**config.mk**
```make
export PLATFORM = sky130hd
export DESIGN_NAME = cvs_sequencer
export DESIGN_NICKNAME = d
export VERILOG_FILES = /design/src/design/cvs_pkg.sv /design/src/design/cvs_sequencer.sv
export SDC_FILE = /design/constraint.sdc
export NUM_CORES = 1
export LEC_CHECK = 0
export BUFFER_PORTS_ARGS = -buffer_cell sky130_fd_sc_hd__buf_2
export CORE_ASPECT_RATIO = 0.6
export CORE_MARGIN = 2
export CORE_UTILIZATION = 25
export CTS_BUF_LIST = sky130_fd_sc_hd__clkbuf_2
export DETAILED_ROUTE_END_ITERATION = 8
export MAX_ROUTING_LAYER = met4
export PLACE_DENSITY = 0.47
export REMOVE_ABC_BUFFERS = 1
export SLEW_MARGIN = 20
export SYNTH_ARGS = -nofsm -noshare
export SYNTH_HDL_FRONTEND = slang
export SYNTH_SLANG_ARGS = --single-unit
```
**constraint.sdc**
```tcl
create_clock -name hclk -period 8.2 [get_ports hclk]
set_input_delay 2.46 -clock hclk [delete_from_list [all_inputs] [get_ports hclk]]
set_output_delay 2.46 -clock hclk [all_outputs]
set_load 0.05 [all_outputs]
```
**src/design/cvs_pkg.sv**
```systemverilog
// Purpose: Constants, types and helpers for the core voltage sequencer.
// Assumes: 100 MHz hclk; sensed output level arrives as a word in 0.5 mV units.
// Notes: Voltages are held in 0.5 mV units so the 12.5 mV code step is whole.
package cvs_pkg;
    localparam int unsigned CLK_MHZ = 100;
    localparam int unsigned DEGLITCH_NS = 400;
    localparam int unsigned DEGLITCH_CYC = (DEGLITCH_NS * CLK_MHZ + 999) / 1000;
    localparam int unsigned BOOT_HOLD_US = 90;
    localparam int unsigned BOOT_HOLD_CYC = BOOT_HOLD_US * CLK_MHZ;
    localparam int unsigned PG_DELAY_MS = 9;
    localparam int unsigned PG_DELAY_CYC = PG_DELAY_MS * 1000 * CLK_MHZ;
    localparam int unsigned MASK_US = 130;
    localparam int unsigned MASK_CYC = MASK_US * CLK_MHZ;
    localparam int unsigned SS_STEP_NS = 1000;
    localparam int unsigned SS_STEP_CYC = (SS_STEP_NS * CLK_MHZ + 999) / 1000;
    localparam int unsigned TMR_W = 20;
    localparam int unsigned DG_W = 6;
    localparam int unsigned CODE_W = 7;
    localparam int unsigned VOLT_W = 12;
    localparam logic [VOLT_W-1:0] DAC_TOP_HMV = 12'hBB8;
    localparam logic [VOLT_W-1:0] DAC_STEP_HMV = 12'h019;
    localparam logic [VOLT_W:0] PG_BELOW_HMV = 13'h0258;
    localparam logic [VOLT_W:0] PG_ABOVE_HMV = 13'h0190;
    localparam logic [VOLT_W:0] DROOP_EXT_HMV = 13'h0190;
    localparam logic [CODE_W-1:0] CODE_LOWEST = 7'h7F;
    localparam logic [CODE_W-1:0] BOOT_CODE_RST = 7'h20;
    localparam logic [1:0] PHASE_CFG_RST = 2'h3;
    localparam logic [1:0] PHASE_ONE = 2'h1;
    localparam logic [1:0] PHASE_TWO = 2'h2;
    localparam logic [31:0] REG_CTRL = 32'h0000_0000;
    localparam logic [31:0] REG_STATUS = 32'h0000_0004;
    localparam logic [31:0] REG_CODE = 32'h0000_0008;
    localparam int unsigned CTRL_BOOT_LSB = 0;
    localparam int unsigned CTRL_PH_LSB = 8;
    localparam int unsigned CODE_TGT_LSB = 8;

    typedef enum logic [4:0] {
        ST_OFF  = 5'h01,
        ST_SS   = 5'h02,
        ST_BOOT = 5'h04,
        ST_PGD  = 5'h08,
        ST_RUN  = 5'h10
    } cvs_state_e;

    typedef struct packed {
        logic [4:0] state;
        logic pwm_enable;
        logic [1:0] phases;
        logic pwm_mode;
        logic masked;
        logic cpu_clock_enable_n_n;
        logic power_good;
    } cvs_status_s;

    // DAC setpoint in 0.5 mV units; codes past the bottom clamp to zero
    function automatic logic [VOLT_W-1:0] code_to_hmv(input logic [CODE_W-1:0] code);
        logic [VOLT_W-1:0] drop;
        drop = VOLT_W'({5'h00, code} * DAC_STEP_HMV);
        code_to_hmv = (drop >= DAC_TOP_HMV) ? 12'h000 : DAC_TOP_HMV - drop;
    endfunction
endpackage

```
**src/design/cvs_sequencer.sv**
```systemverilog
// Purpose: Startup sequencing, code deglitch, power-good masking and phase/mode selection.
// Assumes: AHB-Lite slave, zero wait states; output_sense_reference is on the hclk domain.
// Notes: Pin inputs pass a two-flop synchroniser before any logic reads them.
`timescale 1ns/1ps
module cvs_sequencer
    import cvs_pkg::*;
#(
    parameter int unsigned P_BOOT_HOLD_CYC = BOOT_HOLD_CYC,
    parameter int unsigned P_PG_DELAY_CYC = PG_DELAY_CYC,
    parameter int unsigned P_MASK_CYC = MASK_CYC
) (
    input wire logic hclk, // System clock
    input wire logic hresetn, // Async reset, active low
    input wire logic hsel, // Slave select
    input wire logic [31:0] haddr, // Byte address
    input wire logic [1:0] htrans, // Transfer type
    input wire logic hwrite, // Write when high
    input wire logic [2:0] hsize, // Word only
    input wire logic [31:0] hwdata, // Write data
    input wire logic hready, // Bus ready in
    output logic [31:0] hrdata, // Read data
    output logic hreadyout, // Always ready
    output logic hresp, // Always OKAY
    input wire logic enable, // Converter enable pin
    input wire logic supply_ok, // High when supply above lockout
    input wire logic [6:0] voltage_code, // Processor voltage code pins
    input wire logic deep_sleep_request, // Deeper sleep pin
    input wire logic low_load_indicator_n, // Low when load is light
    input wire logic overload_trip, // Current limit comparator
    input wire logic latchoff_done, // Delayed latchoff cycle ended
    input wire logic [11:0] output_sense_reference, // Sensed output, 0.5 mV units
    output logic [6:0] dac_code, // DAC setpoint code
    output logic power_good_out, // Power good level
    output logic power_good_oe, // Open-drain pull-down enable
    output logic cpu_clock_enable_n, // CPU clock enable, active low
    output logic pwm_enable, // Low holds all PWM outputs low
    output logic pwm_mode, // 1 PWM, 0 ripple-regulated
    output logic [1:0] phase_count // Phases in operation
);
    localparam int unsigned SYNC_W = 13;
    logic [SYNC_W-1:0] sync1_reg, sync2_reg;
    logic en_ok, dsl_s, psi_n_s, ovl_s, lod_s;
    logic [CODE_W-1:0] code_s;
    cvs_state_e state_reg;
    logic [TMR_W-1:0] tmr_reg, mask_reg, pgd_cnt_reg;
    logic [CODE_W-1:0] boot_code_reg, cand_reg;
    logic [1:0] phase_cfg_reg;
    logic [DG_W-1:0] dg_reg;
    logic dsl_d_reg, sleep_mask_reg, ovl_hold_reg, masked, vid_accept, sleep_edge;
    logic [VOLT_W:0] dac_hmv, sense_hmv;
    logic in_window, droop_big, heavy;
    logic addr_ph_reg, wr_ph_reg;
    logic [31:0] addr_reg;
    cvs_status_s status;

    // Two-flop synchroniser for all pin inputs; code skew is filtered later
    always_ff @(posedge hclk or negedge hresetn) begin
        if (!hresetn) begin
            sync1_reg <= '0;
            sync2_reg <= '0;
        end else begin
            sync1_reg <= {latchoff_done, overload_trip, low_load_indicator_n, deep_sleep_request,
                          supply_ok, enable, voltage_code};
            sync2_reg <= sync1_reg;
        end
    end
    assign code_s = sync2_reg[6:0];
    assign en_ok = sync2_reg[7] & sync2_reg[8];
    assign dsl_s = sync2_reg[9];
    assign psi_n_s = sync2_reg[10];
    assign ovl_s = sync2_reg[11];
    assign lod_s = sync2_reg[12];

    // Startup sequence: soft-start, boot hold, power-good delay, run
    always_ff @(posedge hclk or negedge hresetn) begin
        if (!hresetn) begin
            state_reg <= ST_OFF;
            tmr_reg <= '0;
            dac_code <= CODE_LOWEST;
            cpu_clock_enable_n <= 1'b1;
        end else if (!en_ok) begin
            state_reg <= ST_OFF;
            tmr_reg <= '0;
            dac_code <= CODE_LOWEST;
            cpu_clock_enable_n <= 1'b1;
        end else begin
            case (state_reg)
                ST_OFF: begin
                    state_reg <= ST_SS;
                    tmr_reg <= '0;
                end
                ST_SS: begin
                    // Boot hold starts as soon as the boot code is reached, not one step later
                    if (dac_code == boot_code_reg) begin
                        tmr_reg <= '0;
                        state_reg <= ST_BOOT;
                    end else if (tmr_reg == TMR_W'(SS_STEP_CYC - 1)) begin
                        tmr_reg <= '0;
                        if (dac_code > boot_code_reg) begin
                            dac_code <= dac_code - 7'h01;
                        end else begin
                            dac_code <= dac_code + 7'h01;
                        end
                    end else begin
                        tmr_reg <= tmr_reg + 1'b1;
                    end
                end
                ST_BOOT: begin
                    if (tmr_reg == TMR_W'(P_BOOT_HOLD_CYC - 1)) begin
                        tmr_reg <= '0;
                        state_reg <= ST_PGD;
                        cpu_clock_enable_n <= 1'b0;
                    end else begin
                        tmr_reg <= tmr_reg + 1'b1;
                    end
                end
                ST_PGD: begin
                    if (vid_accept) begin
                        dac_code <= cand_reg;
                    end
                    if (tmr_reg == TMR_W'(P_PG_DELAY_CYC - 1)) begin
                        tmr_reg <= '0;
                        state_reg <= ST_RUN;
                    end else begin
                        tmr_reg <= tmr_reg + 1'b1;
                    end
                end
                ST_RUN: begin
                    if (vid_accept) begin
                        dac_code <= cand_reg;
                    end
                end
                default: state_reg <= ST_OFF;
            endcase
        end
    end

    // Code deglitch; the processor walks the code one step at a time, so each step is one acceptance
    always_ff @(posedge hclk or negedge hresetn) begin
        if (!hresetn) begin
            cand_reg <= CODE_LOWEST;
            dg_reg <= '0;
        end else if (cpu_clock_enable_n || code_s != cand_reg) begin
            cand_reg <= code_s;
            dg_reg <= '0;
        end else if (dg_reg != DG_W'(DEGLITCH_CYC - 1)) begin
            dg_reg <= dg_reg + 1'b1;
        end
    end
    assign vid_accept = !cpu_clock_enable_n && code_s == cand_reg && cand_reg != dac_code &&
                        dg_reg == DG_W'(DEGLITCH_CYC - 1);

    // Window comparator in 0.5 mV units with one extra bit for headroom
    assign dac_hmv = {1'b0, code_to_hmv(dac_code)};
    assign sense_hmv = {1'b0, output_sense_reference};
    assign in_window = (sense_hmv <= dac_hmv + PG_ABOVE_HMV) &&
                       (dac_hmv < PG_BELOW_HMV || sense_hmv + PG_BELOW_HMV >= dac_hmv);
    assign droop_big = dac_hmv > sense_hmv + DROOP_EXT_HMV;

    // Power-good mask timer; retriggers on every accepted code and on sleep edges
    assign sleep_edge = dsl_s != dsl_d_reg;
    assign masked = mask_reg != '0;
    always_ff @(posedge hclk or negedge hresetn) begin
        if (!hresetn) begin
            dsl_d_reg <= 1'b0;
            mask_reg <= '0;
            sleep_mask_reg <= 1'b0;
        end else begin
            dsl_d_reg <= dsl_s;
            if (vid_accept || sleep_edge) begin
                mask_reg <= TMR_W'(P_MASK_CYC);
            end else if (sleep_mask_reg && masked && droop_big) begin
                mask_reg <= mask_reg;
            end else if (masked) begin
                mask_reg <= mask_reg - 1'b1;
            end
            // Extension applies only to masks begun by a sleep edge
            if (sleep_edge) begin
                sleep_mask_reg <= 1'b1;
            end else if (vid_accept || !masked) begin
                sleep_mask_reg <= 1'b0;
            end
        end
    end

    // Power good: low until the delay ends, held while masked, else the window
    always_ff @(posedge hclk or negedge hresetn) begin
        if (!hresetn) begin
            power_good_out <= 1'b0;
        end else if (!en_ok || state_reg != ST_RUN) begin
            power_good_out <= en_ok && state_reg == ST_PGD && tmr_reg == TMR_W'(P_PG_DELAY_CYC - 1);
        end else if (!masked) begin
            power_good_out <= in_window;
        end
    end
    assign power_good_oe = !power_good_out;

    // Overload keeps the configured phases in PWM until latchoff ends, but one PWM phase in deep sleep; the set wins over the clear
    always_ff @(posedge hclk or negedge hresetn) begin
        if (!hresetn) begin
            ovl_hold_reg <= 1'b0;
        end else if (ovl_s) begin
            ovl_hold_reg <= 1'b1;
        end else if (lod_s || !en_ok) begin
            ovl_hold_reg <= 1'b0;
        end
    end

    // Phase count and control mode
    assign heavy = psi_n_s && !dsl_s;
    always_ff @(posedge hclk or negedge hresetn) begin
        if (!hresetn) begin
            pwm_enable <= 1'b0;
            pwm_mode <= 1'b1;
            phase_count <= PHASE_ONE;
        end else begin
            pwm_enable <= en_ok && state_reg != ST_OFF;
            if (masked) begin
                pwm_mode <= 1'b1;
                phase_count <= (phase_cfg_reg == PHASE_ONE) ? PHASE_TWO : phase_cfg_reg;
            end else if (heavy || (ovl_hold_reg && !dsl_s)) begin
                pwm_mode <= 1'b1;
                phase_count <= phase_cfg_reg;
            end else begin
                pwm_mode <= ovl_hold_reg;
                phase_count <= PHASE_ONE;
            end
        end
    end

    // AHB-Lite slave: never stalls, always OKAY, read data registered at address phase
    assign hreadyout = 1'b1;
    assign hresp = 1'b0;
    assign status = '{state: state_reg, pwm_enable: pwm_enable, phases: phase_count, pwm_mode: pwm_mode,
                      masked: masked, cpu_clock_enable_n_n: cpu_clock_enable_n, power_good: power_good_out};
    always_ff @(posedge hclk or negedge hresetn) begin
        if (!hresetn) begin
            addr_ph_reg <= 1'b0;
            wr_ph_reg <= 1'b0;
            addr_reg <= '0;
            hrdata <= '0;
        end else begin
            addr_ph_reg <= hsel && hready && htrans[1];
            wr_ph_reg <= hsel && hready && htrans[1] && hwrite;
            if (hsel && hready && htrans[1]) begin
                addr_reg <= haddr;
                if (hwrite) begin
                    hrdata <= '0;
                end else if (haddr == REG_CTRL) begin
                    hrdata <= 32'({phase_cfg_reg, 1'b0, boot_code_reg});
                end else if (haddr == REG_STATUS) begin
                    hrdata <= 32'(status);
                end else if (haddr == REG_CODE) begin
                    hrdata <= 32'({cand_reg, 1'b0, dac_code});
                end else begin
                    hrdata <= '0;
                end
            end
        end
    end

    // Control register write in the data phase
    always_ff @(posedge hclk or negedge hresetn) begin
        if (!hresetn) begin
            boot_code_reg <= BOOT_CODE_RST;
            phase_cfg_reg <= PHASE_CFG_RST;
        end else if (wr_ph_reg && addr_ph_reg && addr_reg == REG_CTRL) begin
            boot_code_reg <= hwdata[CTRL_BOOT_LSB +: CODE_W];
            phase_cfg_reg <= (hwdata[CTRL_PH_LSB +: 2] == 2'h0) ? PHASE_ONE : hwdata[CTRL_PH_LSB +: 2];
        end
    end

    // Helper: cycles spent in the power-good delay
    always_ff @(posedge hclk or negedge hresetn) begin
        if (!hresetn) begin
            pgd_cnt_reg <= '0;
        end else if (cpu_clock_enable_n) begin
            pgd_cnt_reg <= '0;
        end else if (state_reg == ST_PGD) begin
            pgd_cnt_reg <= pgd_cnt_reg + 1'b1;
        end
    end
endmodule // cvs_sequencer

```
==> flow_metrics.tcl, run 1 <==
set metrics [dict create \
    synth.largest_area_cell "dfrtp_1" \
    floorplan.core_area_mm2 0.0378 \
    cts-root-to-sink-buffers 2 \
    synthMuxAreaShare 0.0148 \
    synth_seq_area_share 0.414 \
    detailroute.via_count 7736 \
    regToRegSetupSlack_ps 1710 \
    postSynthAreaPerCell_um2 8.88 \
    crit_path_start_kind "flop" \
    post_drt_via_cell_ratio 4.58 \
    initial_core_utilization 0.255 \
    cts.repair.resized 0 \
    postRouteWirelength_mm 26.0 \
    max-slew-margin-rel 0.333 \
    clk_transition_reported_paths_ps 260 \
    hold_start "sync1_reg[9]" \
    worst_setup_path_end_kind "flop" \
    cts-htree-levels 4 \
    synth_common_cells "nand2_1, dfrtp_1, ha_1" \
    synth_warnings 0 \
    largest_family_of_logic_cells_by_synthesized_area "simple AND/OR/NAND/NOR gates" \
    first_global_vias 7130 \
    root_buffer "clkbuf_2" \
    num-nets-final 1346 \
    grt_use_total 0.135 \
    detailedPlace.worstSlack_ps 1800 \
    min_to "sync2_reg[9]" \
    antenna_cell_count 0 \
    place.gp.congestion 0.816 \
    worst_r2r_path_depth 23 \
    maxSlewViolCount 0 \
    synth_compound_area_frac 0.128 \
    drt.antenna.violating_nets 0 \
    die_x_um 257 \
    cell_area_after_technology_mapping_mm2 0.00962 \
    rows 55 \
    proportion_of_layout_cells_with_a_drive_suffix_above_1 0.149 \
    fin_crit_sh 0.791 \
    whs_ps 375 \
    synthFlopType "dfrtp_1" \
    drc 0 \
    synth_simple_gate_area_frac 0.220 \
    cts_setup_buffers 0 \
    area_delta_synth_final_pct 12.5 \
    clock_sink_total 158 \
    r2r-end "mask_reg[15]" \
    synth-seq-cells 158 \
    critical_path.reg2reg.startpoint "dac_code[0]" \
    setup_tns_ps 0 \
    grt_max_degree 85 \
    final.setup_skew_ps 46.3 \
    fin_util 0.286 \
    yosys.area.top_type_share 0.356 \
    cts-buffers-inserted 17 \
    drt_pass1_iterations 5 \
    antenna_violations_before_repair 0 \
    path_max_fanout 12 \
    asyncSetResetFlopFracSynth 1.00 \
    design.portCount 147 \
    critPathArrivalTime_ps 7160 \
    die_area_mm2 0.0401 \
    hold_viol 0 \
    worst-slew-pin-transition_ps 993 \
    ys_top_cells_by_area "dfrtp_1, ha_1, nand2_1" \
    run_status "finished, final reports clean" \
    post-dp-hpwl_mm 19.8 \
    clock.fmax_mhz 154 \
    synth_cell_type_count 68 \
    timing.final.crit_period_ps 6490 \
    place.port_buffers 100 \
    tritoncts_clock_tree "built" \
    synth_enable_flop_cells 0 \
    die_height_um 156 \
    cts_hold_buf 0 \
    globalRouteOverflowTotal 0 \
    critical_path_class "flop to flop" \
    timing.final.ws_setup_ps 1710 \
    drt_first_iter_violations 603 \
    drv_cap 0 \
    fill_cells 4004 \
    synthCells 1083 \
    top_count_cell_post_synth "nand2_1" \
    rsz0062_at_grt "no" \
    largest_register_ffs 32 \
    first_pass_grt_wire_length_mm 41.3 \
    crit_required_ps 8880 \
    post_synth_xor_area_fraction 0.0601 \
    worstHoldPathType "flop to flop" \
    post_drt_wl_per_cell_um 15.4 \
    clock_latency_ps 760 \
    hold_depth 0 \
    finalSetupViolCount 0 \
    synthAdderAreaFrac 0.112 \
]
==> placed cells by master, fill, tap and decap left out, types with 4 or more instances in the layout <==
cell and count:
or2_2 4, o21a_1 4, or3_1 16, a211oi_1 5
a21o_1 7, inv_6 7, dfstp_2 21, buf_4 4
inv_1 48, nand4_1 12, o31ai_1 10, nand2_1 190
xnor2_1 39, and2_1 12, o21ai_0 75, clkbuf_2 18
ha_1 81, a22o_1 4, nor2b_1 16, xor2_1 27
nor3_1 18, nor4_1 24, conb_1 19, nor2_1 80
nand3_1 24, dfrtp_1 137, and3_1 7, o22ai_1 5
o211ai_1 5, nand2b_1 11, a31oi_1 13, o21ai_1 9
buf_2 99, a21oi_1 45, mux2i_1 12, or4_1 5
==> worst max path at each step <==
stage | startpoint | end | slack (ps) | depth (start not counted)
finish | dac_code[0] | mask_reg[15] | 1710 | 23
global placement | dac_code[0] | mask_reg[15] | 1810 | 23
global route | dac_code[0] | mask_reg[17] | 1310 | 23
floorplan | dac_code[1] | mask_reg[15] | 2420 | 23
detailed placement | dac_code[1] | mask_reg[15] | 1800 | 23
CTS | dac_code[1] | mask_reg[15] | 1750 | 23
==> per-stage QoR <==
step,std cells,area (um2)
after global routing,1689,10800
after CTS,1689,10800
after detailed placement,1657,10600
after global placement,1657,10600
after floorplan,1040,9380
final,1689,10800
==> metal layers <==
layer,track usage,routed length [um],up-vias,share of wire
met2,0.171,10100,139,0.39
li1,-,-,3874,-
met1,0.215,14900,3710,0.57
met4,0.0221,157,0,0.0060
met5,-,0,-,0
met3,0.0252,905,13,0.035
==> critical path: stages (launching register included) <==
cell	delay, ps
dfstp_2	780
inv_1	170
ha_1	370
ha_1	300
ha_1	180
inv_1	60
fa_1	390
nor2b_1	180
o22ai_1	130
xnor2_1	420
nand3_1	230
o21ai_0	230
nand2b_1	240
nand2_1	170
inv_1	50
ha_1	330
nor2_1	110
a211oi_1	60
o311ai_0	740
a211o_1	310
and2_4	250
nand4b_2	160
or4_1	440
a21oi_1	140
==> kinds of logic after synthesis <==
logic type	count (synthesis)
and+or+nand+nor	444
xor gates and xnor gates	66
AOI/OAI and AO/OA	206
adders and majority gates	84
DFF	158
buffers and inverters	109
muxes	14
other	2
==> final cells by class <==
type                       count  area [um2]  share of cell area
clock buffer                  18        90.1             0.00832
clock inverter                14         168              0.0155
inverter                      49         184              0.0170
multi-input combinational    833        5220               0.482
sequential                   158        3980               0.368
tap                          513         642              0.0593
timing repair buffer         104         537              0.0496
Power of run 1 is not shown: default switching activity piles up to over one toggle a cycle in this logic, so the estimate is an artifact.
==> inputs of run 2 (changes only) <==
--- a/config.mk
+++ b/config.mk
@@ -5,6 +5,7 @@
 export SDC_FILE = /design/constraint.sdc
 export NUM_CORES = 1
 export LEC_CHECK = 0
+export ABC_AREA = 1
 export BUFFER_PORTS_ARGS = -buffer_cell sky130_fd_sc_hd__buf_2
 export CORE_ASPECT_RATIO = 0.6
 export CORE_MARGIN = 2
@@ -12,7 +13,7 @@
 export CTS_BUF_LIST = sky130_fd_sc_hd__clkbuf_2
 export DETAILED_ROUTE_END_ITERATION = 8
 export MAX_ROUTING_LAYER = met4
-export PLACE_DENSITY = 0.47
+export PLACE_DENSITY = 0.46
 export REMOVE_ABC_BUFFERS = 1
 export SLEW_MARGIN = 20
 export SYNTH_ARGS = -nofsm -noshare
==> constraint.sdc (replaced) <==
create_clock -name hclk -period 6.3 [get_ports hclk]
set_input_delay 1.89 -clock hclk [delete_from_list [all_inputs] [get_ports hclk]]
set_output_delay 1.89 -clock hclk [all_outputs]
set_load 0.05 [all_outputs]
==> run 2 against run 1 <==
Cell area is 4.6% higher. Critical path depth is 7 higher. Fmax increased by 12%. Die area grew 4.6%. Sequential share of layout area shrank 1.6 points. Register-to-register slack lost 1200 ps. Critical endpoint is now mask_reg[17]. Highest routed layer unchanged.
==> flow_metrics.tcl, run 2 <==
set metrics [dict create \
    run_status "finished, final reports clean" \
    critPathSlowestCell "dfstp_2" \
    die_area_mm2 0.0419 \
    first_global_vias 7907 \
    path_max_fanout 21 \
    non_filler_instances 1880 \
    worst_setup_path_end_kind "flop" \
    initial_core_utilization 0.256 \
    drc 0 \
    fill_cells 4324 \
    cts_setup_buffers 0 \
    top_count_cell_post_synth "nand2_1" \
    place_inst 1848 \
    clock_sink_total 158 \
    synth_seq_area_share 0.395 \
    setup_tns_ps 0 \
    detailroute.via_count 8569 \
    ys_top_cells_by_area "dfrtp_1, nand2_1, ha_1" \
    root_buffer "clkbuf_2" \
    critical_path.reg2reg.startpoint "dac_code[1]" \
    worstHoldPathType "flop to flop" \
    cell_area_after_technology_mapping_mm2 0.0101 \
    first_pass_grt_wire_length_mm 45.2 \
    tritoncts_clock_tree "built" \
    area.sequential_mm2 0.00398 \
    cp_slowest_stage_delay_ps 710 \
    synth-seq-cells 158 \
    cts-buffers-inserted 17 \
    asyncSetResetFlopFracSynth 1.00 \
    rsz0062_at_grt "no" \
    design.portCount 147 \
    drt_pass1_iterations 5 \
    rows 56 \
    postSynthAreaPerCell_um2 8.04 \
    synth_cell_type_count 63 \
    whs_ps 338 \
    clock_latency_ps 810 \
    maxSlewViolCount 0 \
    timing.final.crit_period_ps 5770 \
    fin_crit_sh 0.916 \
    max-slew-margin-rel 0.419 \
    hold_viol 0 \
    crit_required_ps 7030 \
    cts.repair.resized 0 \
    synth.largest_area_cell "dfrtp_1" \
    synthFlopType "dfrtp_1" \
    synth_warnings 0 \
    worst-slew-pin-transition_ps 868 \
    synth_enable_flop_cells 0 \
    place.port_buffers 100 \
    drt_first_iter_violations 675 \
    postRouteWirelength_mm 28.6 \
    floorplan.core_area_mm2 0.0394 \
    finalSetupViolCount 0 \
    critical_path_class "flop to flop" \
    layout_common_cells "nand2_1, inv_1, dfrtp_1" \
    die_height_um 159 \
    critPathArrivalTime_ps 6500 \
    num-nets-final 1528 \
    clock.fmax_mhz 173 \
    place.gp.congestion 0.860 \
    globalRouteOverflowTotal 0 \
    drv_cap 0 \
    cts-root-to-sink-buffers 2 \
    post_drt_wl_per_cell_um 15.2 \
    grt_use_total 0.141 \
    multiInputGateArea_mm2 0.00524 \
    drt.antenna.violating_nets 0 \
    setup.worst_path.start "dac_code[1]" \
    detailedPlace.worstSlack_ps 555 \
    largest_register_ffs 32 \
    post_drt_via_cell_ratio 4.56 \
    cp_common_cell "nand2_1" \
    synthCells 1252 \
    area_delta_synth_final_pct 12.4 \
    grt_max_degree 97 \
    crit_path_start_kind "flop" \
    synth_common_cells "nand2_1, inv_1, dfrtp_1" \
    final.setup_skew_ps 56.2 \
    post-dp-hpwl_mm 22.5 \
    yosys.area.top_type_share 0.341 \
    timing.final.ws_setup_ps 529 \
    cts_hold_buf 0 \
    critical_path_buf_inv_count 2 \
    clk_transition_reported_paths_ps 250 \
    timing.critical_path.max_delay_family "simple AND/OR/NAND/NOR gates" \
    mostFrequentLayoutCell "nand2_1" \
    cts-htree-levels 4 \
    proportion_of_layout_cells_with_a_drive_suffix_above_1 0.155 \
    antenna_violations_before_repair 1 \
    antenna_cell_count 0 \
    hold_start "sync1_reg[10]" \
    die_x_um 263 \
]
-- run 2: cell count changes after synthesis, sizes merged, moves of 18 or more --
cell	change
inv	+120
nand2	+101
nand3	+42
nor2	+31
xnor2	-32
clkbuf	-18
nand4	+24
-- run 2: kinds of logic (layout without fill, tap and decap cells) --
logic type      after synthesis  count (layout)  share of synthesized area
compound gates              182             182                      0.109
xor+xnor                     45              45                     0.0399
fa+ha+maj                    84              84                      0.107
buf+inv                     217             306                     0.0907
flops                       158             158                      0.395
other cells                   2              19                   0.000746
simple gates                564             564                      0.258
-- run 2: metrics by stage --
step | util | area (um2)
floorplan | - | 9860
global placement | 0.281 | 11100
detailed placement | 0.281 | 11100
CTS | 0.287 | 11300
global route | 0.287 | 11300
finish | 0.287 | 11300
-- run 2: final cells by class --
class                           count  share of cell area
Multi-Input combinational cell    894               0.463
Sequential cell                   158               0.352
Tap cell                          522              0.0577
Inverter                          169              0.0567
Timing Repair Buffer              105              0.0492
Clock inverter                     15              0.0139
Clock buffer                       17             0.00752
-- run 2: worst register-to-register path: cells and delay by family (launching register included) --
kind	cells	cell delay, ps
fa+ha+maj	5	1760
buf+inv	2	270
flops	1	710
compound gates	2	380
simple gates	21	2610
-- run 2: metal layers --
layer  wire (um)  vias to the layer above  GRT usage
li1            -                     4311          -
met1       15300                     4054      0.215
met2       11600                      180      0.188
met3        1410                       24     0.0285
met4         334                        0     0.0309
met5           0                        -          -
-- run 2: final timing paths --
path,slack [ps],cells past startpoint,endpoint
max in group asynchronous,4270,2,state_reg[0]
hold reg to reg,340,0,sync2_reg[10]
setup reg to reg,530,30,mask_reg[17]
hold / removal,340,0,sync2_reg[10]
setup / recovery,530,30,mask_reg[17]
min in group asynchronous,1040,1,mask_reg[0]
Power of run 2 is left out for the same reason.
